[config.mk]
export PLATFORM = sky130hd
export DESIGN_NAME = ops_sequencer
export DESIGN_NICKNAME = d
export VERILOG_FILES = /design/src/rtl/ops_pkg.sv /design/src/rtl/ops_sequencer.sv /design/src/rtl/ops_timer.sv
export VERILOG_INCLUDE_DIRS = /design/src /design/src/rtl
export SDC_FILE = /design/constraint.sdc
export NUM_CORES = 1
export LEC_CHECK = 0
export ABC_CLOCK_PERIOD_IN_PS = 2100
export BUFFER_PORTS_ARGS = -buffer_cell sky130_fd_sc_hd__buf_2
export CAP_MARGIN = 20
export CORE_MARGIN = 8
export CORE_UTILIZATION = 51
export DETAILED_ROUTE_END_ITERATION = 6
export GPL_TIMING_DRIVEN = 1
export PLACE_DENSITY = 0.76
export SETUP_SLACK_MARGIN = 0.15
export SLEW_MARGIN = 0
export SYNTH_ARGS = -nofsm -noshare
export SYNTH_HDL_FRONTEND = slang
export SYNTH_SLANG_ARGS = --single-unit
[constraint.sdc]
create_clock -name clock_i -period 2.1 [get_ports clock_i]
set_input_delay 0.105 -clock clock_i [delete_from_list [all_inputs] [get_ports clock_i]]
set_output_delay 0.105 -clock clock_i [all_outputs]
set_load 0.02 [all_outputs]
[src/rtl/ops_consts.svh]
// Timing counts and control bit positions for the output path sequencer
`ifndef OPS_CONSTS_SVH
`define OPS_CONSTS_SVH

// Clock period in ns
`define OPS_CLK_NS        40
// Least time from supply present to power-down pin release, ns
`define OPS_SUPPLY_NS     150
// Least settle time from input path switch to output power, ns
`define OPS_SETTLE_NS     2000000
// Timer and age counter width
`define OPS_TW            20

// Control bit positions in the control word
`define OPS_B_VCM         0
`define OPS_B_PLL         1
`define OPS_B_DAC         2
`define OPS_B_MASTER_CLOCK_OUTPUT_ENABLE        3
`define OPS_B_DAC_LEFT_TO_LINE_SWITCH        4
`define OPS_B_DAC_RIGHT_TO_LINE_SWITCH        5
`define OPS_B_DAC_LEFT_TO_MONO_SWITCH        6
`define OPS_B_DAC_RIGHT_TO_MONO_SWITCH        7
`define OPS_B_DAC_LEFT_TO_HEADPHONE_SWITCH       8
`define OPS_B_DAC_RIGHT_TO_HEADPHONE_SWITCH       9
`define OPS_B_LO          10
`define OPS_B_MO          11
`define OPS_B_HPL         12
`define OPS_B_HPR         13
`define OPS_B_UNMUTE      14
`define OPS_B_IN1HL       15
`define OPS_B_IN1L        16
`define OPS_B_IN1M        17
`define OPS_CW            18

// Reset value of the control word: everything off
`define OPS_CTRL_RST      18'h00000

`endif

[src/rtl/ops_pkg.sv]
// Types shared by the output path sequencer files
package ops_pkg;

  // Sequencer states
  typedef enum logic [3:0] {
    ST_OFF,
    ST_SUPPLY,
    ST_PDN,
    ST_LOCK,
    ST_SWITCH,
    ST_SETTLE,
    ST_POWER,
    ST_ON,
    ST_MUTE,
    ST_GROUND,
    ST_OUT_OFF,
    ST_SW_OFF,
    ST_DOWN
  } ops_state_t;

  // Path selection as presented on the command port
  typedef enum logic [2:0] {
    PATH_DAC_LINE = 3'h0,
    PATH_DAC_MONO = 3'h1,
    PATH_DAC_HP   = 3'h2,
    PATH_IN_HP    = 3'h3,
    PATH_IN_LINE  = 3'h4,
    PATH_IN_MONO  = 3'h5
  } ops_path_t;

  // Control word driven to the device
  typedef logic [17:0] ops_ctrl_t;

endpackage

[src/rtl/ops_sequencer.sv]
// Host sequencer ordering power-up and power-down of the output paths
`timescale 1ns/1ps
`include "ops_consts.svh"

module ops_sequencer
  import ops_pkg::*;
#(
  parameter int SETTLE_CYC = (`OPS_SETTLE_NS + `OPS_CLK_NS - 1) / `OPS_CLK_NS
)
(
  input  wire logic                clock_i,
  input  wire logic                srst_i,
  input  wire logic                power_up_i,
  input  wire logic                power_down_i,
  input  wire logic                pll_slave_i,
  input  wire logic [2:0]          path_sel_i,
  input  wire logic [`OPS_TW-1:0]  lock_cycles_i,
  input  wire logic                slow_attenuator_i,
  input  wire logic                supply_good_i,
  input  wire logic                headphones_grounded_i,
  output logic                     power_down_n_pin_o,
  output logic                     common_voltage_power_o,
  output logic                     pll_power_o,
  output logic                     dac_power_o,
  output logic                     master_clock_output_enable_o,
  output logic                     dac_left_to_line_switch_o,
  output logic                     dac_right_to_line_switch_o,
  output logic                     dac_left_to_mono_switch_o,
  output logic                     dac_right_to_mono_switch_o,
  output logic                     dac_left_to_headphone_switch_o,
  output logic                     dac_right_to_headphone_switch_o,
  output logic                     line_out_power_o,
  output logic                     mono_out_power_o,
  output logic                     headphone_left_power_o,
  output logic                     headphone_right_power_o,
  output logic                     headphone_unmute_o,
  output logic                     input1_left_to_headphone_switch_o,
  output logic                     input1_left_to_line_switch_o,
  output logic                     input1_left_to_mono_switch_o,
  output logic                     attenuator_transition_select_o,
  output logic                     ext_clocks_run_o,
  output logic                     busy_o,
  output logic                     path_on_o,
  output logic                     cmd_error_o
);

  // Least supply-present wait in cycles, rounded up
  localparam int SUPPLY_CYC = (`OPS_SUPPLY_NS + `OPS_CLK_NS - 1) / `OPS_CLK_NS;

  // Saturating increment for age counters
  function automatic logic [`OPS_TW-1:0] sat_inc(
    input logic [`OPS_TW-1:0] v
  );
    sat_inc = (&v) ? v : v + 20'h00001;
  endfunction

  // Path switch bits for a path
  function automatic ops_ctrl_t switch_mask(input ops_path_t p);
    switch_mask = '0;
    case (p)
      PATH_DAC_LINE: begin
        switch_mask[`OPS_B_DAC_LEFT_TO_LINE_SWITCH] = 1'b1;
        switch_mask[`OPS_B_DAC_RIGHT_TO_LINE_SWITCH] = 1'b1;
      end
      PATH_DAC_MONO: begin
        switch_mask[`OPS_B_DAC_LEFT_TO_MONO_SWITCH] = 1'b1;
        switch_mask[`OPS_B_DAC_RIGHT_TO_MONO_SWITCH] = 1'b1;
      end
      PATH_DAC_HP: begin
        switch_mask[`OPS_B_DAC_LEFT_TO_HEADPHONE_SWITCH] = 1'b1;
        switch_mask[`OPS_B_DAC_RIGHT_TO_HEADPHONE_SWITCH] = 1'b1;
      end
      PATH_IN_HP:   switch_mask[`OPS_B_IN1HL] = 1'b1;
      PATH_IN_LINE: switch_mask[`OPS_B_IN1L] = 1'b1;
      PATH_IN_MONO: switch_mask[`OPS_B_IN1M] = 1'b1;
      default:      switch_mask = '0;
    endcase
  endfunction

  // Output power bits for a path; DAC power joins for the DAC line and mono paths in external mode
  function automatic ops_ctrl_t power_mask(input ops_path_t p,
                                           input logic pll);
    power_mask = '0;
    case (p)
      PATH_DAC_LINE: begin
        power_mask[`OPS_B_LO]  = 1'b1;
        power_mask[`OPS_B_DAC] = !pll;
      end
      PATH_DAC_MONO: begin
        power_mask[`OPS_B_MO]  = 1'b1;
        power_mask[`OPS_B_DAC] = 1'b1;
      end
      PATH_DAC_HP, PATH_IN_HP: begin
        power_mask[`OPS_B_HPL]    = 1'b1;
        power_mask[`OPS_B_HPR]    = 1'b1;
        power_mask[`OPS_B_UNMUTE] = 1'b1;
      end
      PATH_IN_LINE: power_mask[`OPS_B_LO] = 1'b1;
      PATH_IN_MONO: power_mask[`OPS_B_MO] = 1'b1;
      default:      power_mask = '0;
    endcase
  endfunction

  ops_state_t          state_q, state_d;   // Sequencer state
  ops_ctrl_t           ctrl_q, ctrl_d;     // Control word to device
  logic                pdn_q, pdn_d;       // Power-down pin level
  ops_path_t           path_q, path_d;     // Latched path
  logic                pll_q, pll_d;       // Latched PLL slave mode
  logic [`OPS_TW-1:0]  lock_q, lock_d;     // Latched lock wait
  logic                err_q, err_d;       // Command refused pulse
  logic                ats_q;              // Attenuator select bit
  logic                sup_m_q, sup_q;     // Supply synchroniser
  logic                gnd_m_q, gnd_q;     // Ground detect synchroniser
  logic                tmr_start;          // Start a wait
  logic [`OPS_TW-1:0]  tmr_load;           // Wait length
  logic                tmr_done;           // Wait over
  logic [`OPS_TW-1:0]  sup_age_q;          // Cycles of supply present
  logic [`OPS_TW-1:0]  sw_age_q;           // Cycles since switches set
  logic [`OPS_TW-1:0]  pll_age_q;          // Cycles since PLL power

  // Command decode
  wire ops_path_t req_path = ops_path_t'(path_sel_i);
  wire req_ok = pll_slave_i
              ? (req_path == PATH_DAC_HP || req_path == PATH_DAC_LINE)
              : (path_sel_i <= 3'h5 && req_path != PATH_DAC_HP);
  wire hp_path  = (path_q == PATH_DAC_HP) || (path_q == PATH_IN_HP);
  wire analog   = (path_q == PATH_IN_HP) || (path_q == PATH_IN_LINE) ||
                  (path_q == PATH_IN_MONO);
  wire settle   = analog || (path_q == PATH_DAC_HP);
  wire [`OPS_TW-1:0] lock_req = (lock_cycles_i == '0) ? 20'h00001
                                                       : lock_cycles_i;
  wire [`OPS_TW-1:0] settle_ld = `OPS_TW'(SETTLE_CYC);
  wire [`OPS_TW-1:0] supply_ld = `OPS_TW'(SUPPLY_CYC);
  wire ops_ctrl_t sw_bits  = switch_mask(path_q);
  wire ops_ctrl_t pwr_bits = power_mask(path_q, pll_q);

  // Wait timer shared by supply, lock and settle waits
  ops_timer u_ops_timer (
    .clock_i (clock_i),
    .srst_i  (srst_i),
    .start_i (tmr_start),
    .load_i  (tmr_load),
    .done_o  (tmr_done)
  );

  // Pin inputs through two flops
  always_ff @(posedge clock_i) begin
    if (srst_i) begin
      sup_m_q <= 1'b0;
      sup_q   <= 1'b0;
      gnd_m_q <= 1'b0;
      gnd_q   <= 1'b0;
    end else begin
      sup_m_q <= supply_good_i;
      sup_q   <= sup_m_q;
      gnd_m_q <= headphones_grounded_i;
      gnd_q   <= gnd_m_q;
    end
  end

  // Next state and control word
  always_comb begin
    state_d   = state_q;
    ctrl_d    = ctrl_q;
    pdn_d     = pdn_q;
    path_d    = path_q;
    pll_d     = pll_q;
    lock_d    = lock_q;
    err_d     = 1'b0;
    tmr_start = 1'b0;
    tmr_load  = supply_ld;
    unique case (state_q)
      ST_OFF: begin
        // Take a power-up order only with valid path and supply
        if (power_up_i && req_ok && sup_q) begin
          path_d    = req_path;
          pll_d     = pll_slave_i;
          lock_d    = lock_req;
          tmr_start = 1'b1;
          state_d   = ST_SUPPLY;
        end else if (power_up_i) begin
          err_d = 1'b1;
        end
      end
      ST_SUPPLY: begin
        // Supply lost: back off
        if (!sup_q) begin
          state_d = ST_OFF;
        end else if (tmr_done) begin
          pdn_d   = 1'b1;
          state_d = ST_PDN;
        end
      end
      ST_PDN: begin
        ctrl_d[`OPS_B_VCM] = 1'b1;
        if (pll_q) begin
          ctrl_d[`OPS_B_PLL]  = 1'b1;
          ctrl_d[`OPS_B_DAC]  = 1'b1;
          ctrl_d[`OPS_B_MASTER_CLOCK_OUTPUT_ENABLE] = 1'b1;
          tmr_start = 1'b1;
          tmr_load  = lock_q;
          state_d   = ST_LOCK;
        end else begin
          state_d = ST_SWITCH;
        end
      end
      ST_LOCK: begin
        // Switches only once the lock wait is over
        if (tmr_done) begin
          state_d = ST_SWITCH;
        end
      end
      ST_SWITCH: begin
        ctrl_d = ctrl_q | sw_bits;
        if (settle) begin
          tmr_start = 1'b1;
          tmr_load  = settle_ld;
          state_d   = ST_SETTLE;
        end else begin
          state_d = ST_POWER;
        end
      end
      ST_SETTLE: begin
        if (tmr_done) begin
          state_d = ST_POWER;
        end
      end
      ST_POWER: begin
        ctrl_d  = ctrl_q | pwr_bits;
        state_d = ST_ON;
      end
      ST_ON: begin
        if (power_down_i) begin
          state_d = hp_path ? ST_MUTE : ST_OUT_OFF;
        end
      end
      ST_MUTE: begin
        // Mute starts the headphone ramp to ground
        ctrl_d[`OPS_B_UNMUTE] = 1'b0;
        state_d = ST_GROUND;
      end
      ST_GROUND: begin
        if (gnd_q) begin
          state_d = ST_OUT_OFF;
        end
      end
      ST_OUT_OFF: begin
        // Output power and DAC off, clocks may then stop
        ctrl_d = ctrl_q & ~pwr_bits;
        ctrl_d[`OPS_B_DAC] = 1'b0;
        state_d = ST_SW_OFF;
      end
      ST_SW_OFF: begin
        ctrl_d  = ctrl_q & ~sw_bits;
        state_d = ST_DOWN;
      end
      ST_DOWN: begin
        ctrl_d  = `OPS_CTRL_RST;
        pdn_d   = 1'b0;
        state_d = ST_OFF;
      end
    endcase
  end

  // State and control registers
  always_ff @(posedge clock_i) begin
    if (srst_i) begin
      state_q <= ST_OFF;
      ctrl_q  <= `OPS_CTRL_RST;
      pdn_q   <= 1'b0;
      path_q  <= PATH_DAC_LINE;
      pll_q   <= 1'b0;
      lock_q  <= 20'h00001;
      err_q   <= 1'b0;
      ats_q   <= 1'b0;
    end else begin
      state_q <= state_d;
      ctrl_q  <= ctrl_d;
      pdn_q   <= pdn_d;
      path_q  <= path_d;
      pll_q   <= pll_d;
      lock_q  <= lock_d;
      err_q   <= err_d;
      ats_q   <= slow_attenuator_i;
    end
  end

  // Age counters watched by the checks
  always_ff @(posedge clock_i) begin
    if (srst_i) begin
      sup_age_q <= '0;
      sw_age_q  <= '0;
      pll_age_q <= '0;
    end else begin
      sup_age_q <= sup_q ? sat_inc(sup_age_q) : '0;
      sw_age_q  <= (|(ctrl_q & sw_bits)) ? sat_inc(sw_age_q) : '0;
      pll_age_q <= ctrl_q[`OPS_B_PLL] ? sat_inc(pll_age_q) : '0;
    end
  end

  // Outputs to the device pins and bits
  assign power_down_n_pin_o              = pdn_q;
  assign common_voltage_power_o          = ctrl_q[`OPS_B_VCM];
  assign pll_power_o                     = ctrl_q[`OPS_B_PLL];
  assign dac_power_o                     = ctrl_q[`OPS_B_DAC];
  assign master_clock_output_enable_o    = ctrl_q[`OPS_B_MASTER_CLOCK_OUTPUT_ENABLE];
  assign dac_left_to_line_switch_o       = ctrl_q[`OPS_B_DAC_LEFT_TO_LINE_SWITCH];
  assign dac_right_to_line_switch_o      = ctrl_q[`OPS_B_DAC_RIGHT_TO_LINE_SWITCH];
  assign dac_left_to_mono_switch_o       = ctrl_q[`OPS_B_DAC_LEFT_TO_MONO_SWITCH];
  assign dac_right_to_mono_switch_o      = ctrl_q[`OPS_B_DAC_RIGHT_TO_MONO_SWITCH];
  assign dac_left_to_headphone_switch_o  = ctrl_q[`OPS_B_DAC_LEFT_TO_HEADPHONE_SWITCH];
  assign dac_right_to_headphone_switch_o = ctrl_q[`OPS_B_DAC_RIGHT_TO_HEADPHONE_SWITCH];
  assign line_out_power_o                = ctrl_q[`OPS_B_LO];
  assign mono_out_power_o                = ctrl_q[`OPS_B_MO];
  assign headphone_left_power_o          = ctrl_q[`OPS_B_HPL];
  assign headphone_right_power_o         = ctrl_q[`OPS_B_HPR];
  assign headphone_unmute_o              = ctrl_q[`OPS_B_UNMUTE];
  assign input1_left_to_headphone_switch_o = ctrl_q[`OPS_B_IN1HL];
  assign input1_left_to_line_switch_o    = ctrl_q[`OPS_B_IN1L];
  assign input1_left_to_mono_switch_o    = ctrl_q[`OPS_B_IN1M];
  assign attenuator_transition_select_o  = ats_q;
  // Clocks requested exactly while the DAC is powered
  assign ext_clocks_run_o                = ctrl_q[`OPS_B_DAC];
  assign busy_o    = (state_q != ST_OFF) && (state_q != ST_ON);
  assign path_on_o = (state_q == ST_ON);
  assign cmd_error_o = err_q;
endmodule

[src/rtl/ops_timer.sv]
// One-shot wait timer used by the output path sequencer
`timescale 1ns/1ps
`include "ops_consts.svh"

module ops_timer
  import ops_pkg::*;
(
  input  wire logic                 clock_i,
  input  wire logic                 srst_i,
  input  wire logic                 start_i,
  input  wire logic [`OPS_TW-1:0]   load_i,
  output logic                      done_o
);

  logic [`OPS_TW-1:0] cnt_q;   // Remaining cycles
  logic               busy_q;  // Wait in progress

  // Done in the last counted cycle
  assign done_o = busy_q && (cnt_q == 20'h00001);

  // Load, count down, stop
  always_ff @(posedge clock_i) begin
    if (srst_i) begin
      busy_q <= 1'b0;
      cnt_q  <= '0;
    end else if (start_i) begin
      busy_q <= 1'b1;
      cnt_q  <= load_i;
    end else if (done_o) begin
      busy_q <= 1'b0;
    end else if (busy_q) begin
      cnt_q <= cnt_q - 20'h00001;
    end
  end
endmodule

# ---- After elaboration in Yosys (flattened, before gate mapping)
# Index checks and enable logic that the tools add are counted.
dict set report word_totals {
  ff_bits 74
  latch_bits 0
  mem_bits_rw 0
  romBits 0
  in_bits 31
  output_inout_bits 24
  wordCells 133
  memories 0
}
dict set report classes {
  addsub 1
  multipliers 0
  n_div 0
  magnitude_cmp 1
  eq_ne 31
  shift 0
  mux 44
  bitwise 7
  n_reduce_logical 32
}
# operator n
set op_table {}
lappend op_table {{two-way mux 20 bit} 5}
lappend op_table {{one-hot mux 4 bit (13 select lines)} 1}
lappend op_table {{one-hot mux 10 bit (5 select lines)} 1}
lappend op_table {{one-hot mux 20 bit (2 select lines)} 1}
lappend op_table {{AND 18 bit} 2}
lappend op_table {{two-way mux 4 bit} 7}
lappend op_table {{one-hot mux 4 bit (6 select lines)} 1}
lappend op_table {{== test 20 x 1 -> 1 bit (second input constant)} 1}
lappend op_table {{== test 4 bit (second input constant)} 5}
lappend op_table {{zero test 20 bit} 1}
lappend op_table {{subtractor 20 x 1 -> 20 bit (second input constant)} 1}
lappend op_table {{inequality test 2 bit (second input constant)} 9}
lappend op_table {{NOT 15 -> 18 bit} 1}
lappend op_table {{NOT 18 bit} 1}
lappend op_table {{OR 18 x 15 -> 18 bit} 1}
lappend op_table {{OR 18 bit} 1}
lappend op_table {{== test 4 x 3 -> 1 bit (second input constant)} 4}
lappend op_table {{two-way mux 16 bit} 1}
lappend op_table {{one-hot mux 3 bit (5 select lines)} 1}
lappend op_table {{two-way mux 1 bit} 14}
lappend op_table {{two-way mux 2 bit} 5}
lappend op_table {{nonzero test 5 bit} 2}
lappend op_table {{== test 3 x 2 -> 1 bit (second input constant)} 3}
lappend op_table {{two-way mux 3 bit} 3}
lappend op_table {{other kinds (25)} 44}

# ---- Depth between registers and ports, before layout
dict set report logic_depth {
  depth_word 9
  mapped_depth 8
  ltp_nobuf 7
}

# ---- Modules after synthesis
# From an unflattened synthesis, not the netlist that was laid out.
dict set report hier_totals {
  cells_unflattened 478
  hier_area_um2 3941.3
}
# mod n_inst cells_per_inst area_each_um2 seq_area_each_um2
set modules_own_cells {}
lappend modules_own_cells {ops_sequencer 1 324 2665.1 1041.0}
lappend modules_own_cells {ops_timer 1 154 1276.2 420.4}

# ---- Least setup slack after synthesis
# Ideal clock, no wire load.
dict set report synth_path {
  path_kind {register -> register}
  startpoint {register u_ops_timer.cnt_q[0]}
  endpoint {register u_ops_timer.cnt_q[6]}
  setup_time_ps 115
  arrival_time_ps 2234
  t_required_ps 1985
  path_slack_ps -248
  path_stages_with_launch 8
  n_path_buf 1
  period_less_slack_ps 2348
  cell_sequence {dfxtp_1 > ha_1 > or4b_2 > or3_1 > buf_6 > o2111ai_1 > xor2_1 > a2111oi_0}
}
dict set report synth_via {
  elab_chain_len 4
  elab_cells_between_ends 8
  cone_classes {add/sub: 1; eq/ne: 2; mux: 3; reduce/logical: 2}
}
# item line
set synth_lines {}
lappend synth_lines {{start, declared} ops_timer.sv:15} ;# logic [`OPS_TW-1:0] cnt_q;
lappend synth_lines {{start signal, assigned} ops_timer.sv:28} ;# cnt_q <= load_i;
lappend synth_lines {{start signal, assigned} ops_timer.sv:32} ;# cnt_q <= cnt_q - 20'h00001;
lappend synth_lines {{subtractor 20 x 1 -> 20 bit / == test 20 x 1 -> 1 bit (equally long branches)} {ops_timer.sv:32, ops_timer.sv:19}}
lappend synth_lines {{two-way mux 20 bit / logical AND 1 bit (equally long branches)} {ops_timer.sv:31, ops_timer.sv:19}}
lappend synth_lines {{two-way mux 20 bit / inequality test 2 bit (equally long branches)} n/a}
lappend synth_lines {{two-way mux 20 bit / AND reduction 2 bit (equally long branches)} n/a}
# Several ways; a longest one is shown, not always the timed one. The select of a mux whose other input is x is not followed.
# A chain may end at the register's enable or synchronous reset.

# ---- Worst setup path in the final report
dict set report layout_path {
  startpoint {register u_ops_timer.cnt_q[1]}
  endpoint {register u_ops_timer.cnt_q[1]}
}
# The elaborated chain is that of the path after synthesis.

==> metrics.cfg <==
[pwr]
swShare_pct=27.3
p_clk_share_pct=36.6
ir_drop_mv=0.405
combPwrFrac_pct=15.0
p_per_area_nw_per_um2=654
power.internal_mw=2.17
power_switching_uw=817
p_seq_share_pct=48.4
power_leakage_nw=1.76

[global_route]
grt_pass1_vias=3414
grt_overflow=0
grt_pass1_wl_mm=16.1
antenna_found_initial=0
grt_usage_pct=20.1
grt_max_degree=32

[logic_synthesis]
synth_top_area_share_pct=41.3
ys_types=59
synth.most_common_cell=dfxtp_1
synthFlopType=dfxtp_1
synth_common_cells=dfxtp_1 (73), nand2_1 (57), a21oi_1 (48)
synth-async-reset-ratio_pct=0
syn_inst=433
yosys.area.top_type=dfxtp_1
synth-edff-count=0
synthTopCellsByArea=dfxtp_1 (41%), a21oi_1 (6.8%), nand2_1 (6.1%)
syn-num-nets=466
yosysWarnings=0
synth_area_um2=3530
avgSynthCellArea_um2=8.16
synth_seq_cells=73
ys_seq_area_share_pct=41.3

[cts]
cts_root_buf=clkbuf_8
clock_sinks=73
insertion_delay_ps=350
h-tree-depth=3
cts_buffers=9
clk_path_buf_depth=2
cts_tree=built
clkSlewWorstSetupHoldPaths_ps=80

[cells_and_area]
fin_cells=610
drive_gt1_share_pct=29.6
diodes=0
seq_area_um2=1460
area_delta_synth_final_pct=29.3
n_fill_cell=520
finalNetCount=558
multi_input_area_um2=2080

[die]
fp.dieW_um=99.3
design.die.area_um2=9850
fp.coreArea_um2=6760
placementRows=30
die_h_um=99.3
start_util_pct=52.3
io_pins=55

[worst_setup_path]
crit_type=register to register
end_kind=register
required_ps=2380
crit_path_max_fanout=6
arrival_ps=2370
worstSetupStartpointType=register

[timing]
finalHoldViolCount=0
rsz0062_at_grt=yes
fin_tns_setup_ps=0
min_period_ps=2090
slew_headroom_pct=57.3
max_freq_ghz=0.478
fin_skew_ps=12.1
setup_viol=0
tightestPinTransition_ps=640
slew_violations=0
period_share_pct=99.6

[route]
highest_layer=met4
wl_mm=10.1
first_pass_iters=5
vias=3613
vias_per_cell=5.92
met3WireLength_um=635
drc=0
met1Wirelength_mm=4.71
drtAntennaViolNets=0
wl_per_cell_um=16.5
drt_iter0_drc=308
met2_length_mm=4.54

[status]
outcome=complete, no violations

[worst_hold_path]
hold_path_class=input pin to register

[place]
place.gp.congestion=0.860
dpl.cell_count=583
port_buffers=54
dp_hpwl_mm=7.04

[job]
drv_cap=0

## final timing paths
kind | start | endpoint | slack, ps | depth (start not counted)
worst max-delay path | u_ops_timer.cnt_q[1] | u_ops_timer.cnt_q[1] | 8 | 9
worst min-delay path | lock_cycles_i[17] | lock_q[17] | 2 | 3
worst max register to register | u_ops_timer.cnt_q[1] | u_ops_timer.cnt_q[1] | 8 | 9
worst min register to register | sup_m_q | sup_q | 440 | 1
## routing by layer
layer | vias up | track usage (%)
met4 | 0 | 7.45
met2 | 158 | 31.0
met1 | 1681 | 26.5
li1 | 1751 | -
met3 | 23 | 4.68
met5 | - | 0
## area by class of cell
type | instances | area share, %
multi-input cells | 327 | 45.4
flip-flops and latches | 73 | 32.0
repair buffers | 108 | 15.6
clock buffers | 10 | 2.79
well taps | 80 | 2.19
clock inverters | 6 | 1.51
inverters | 6 | 0.493
## flip-flops by register name, indices dropped and copies added, names as in the netlist
register,cells
attenuator_transition_select_o,1
cmd_error_o,1
ctrl_q,17
gnd_m_q,1
gnd_q,1
lock_q,20
path_q,3
pll_q,1
power_down_n_pin_o,1
state_q,4
sup_m_q,1
sup_q,1
u_ops_timer.busy_q,1
u_ops_timer.cnt_q,20
## layout by cell type (no fill, tap or decap), drive strengths merged, types with 7 or more instances in the layout
master	n
buf	103
dfxtp	73
nand2	57
a21oi	48
nor2	34
o21ai	18
nand3	17
nor3	17
nor2b	13
xnor2	13
clkbuf	10
nor4	10
nand2b	9
o21a	7
a22oi	7
## through the flow
step	power [mW]	utilization (%)	setup slack [ps]	hold WS [ps]	area, um2
finish	2.99	67.6	8.31	1.79	4570
global placement	1.86	61.0	-139	311	4120
detailed placement	1.87	61.0	-218	319	4120
global route	3.10	67.6	-74.3	1.36	4570
floorplan	1.72	-	-42.7	233	3550
CTS	2.97	66.2	-45.2	0.893	4470
## timing repair
action                                  in CTS  in global routing
hold buffers                                 5                  0
gates cloned                                 0                  0
gates resized for setup                     21                 23
endpoints found under the hold margin        5                  0
pin swaps                                   14                 19
endpoints found under the setup margin      16                 28
buffers inserted                             3                  3
## power by group through the flow
stage	combinational [mW]	sequential, mW	clock (mW)
floorplan	0.231	1.49	0
global placement	0.383	1.47	0
detailed placement	0.391	1.48	0
CTS	0.423	1.44	1.10
global route	0.484	1.45	1.17
finish	0.449	1.45	1.09
## logic make-up after synthesis
| family | Yosys count | share of synthesized area [%] |
|---|---|---|
| adder cells (fa/ha/maj) | 2 | 0.708 |
| AO/OA/AOI/OAI | 123 | 22.6 |
| flip-flops | 73 | 41.3 |
| XOR/XNOR | 15 | 3.72 |
| multiplexers | 2 | 0.743 |
| buffers and inverters | 33 | 3.96 |
| AND/OR/NAND/NOR | 185 | 26.9 |
## worst max-delay path, stage by stage, from the launching register on
cell      delay, ps
dfxtp_2         330
inv_2            70
ha_4            110
or4b_4          460
buf_6           130
buf_6           110
nor3_4          260
a21boi_4        140
mux2_4          320
o21ai_1         100
Power figures use the tool's default switching activity.
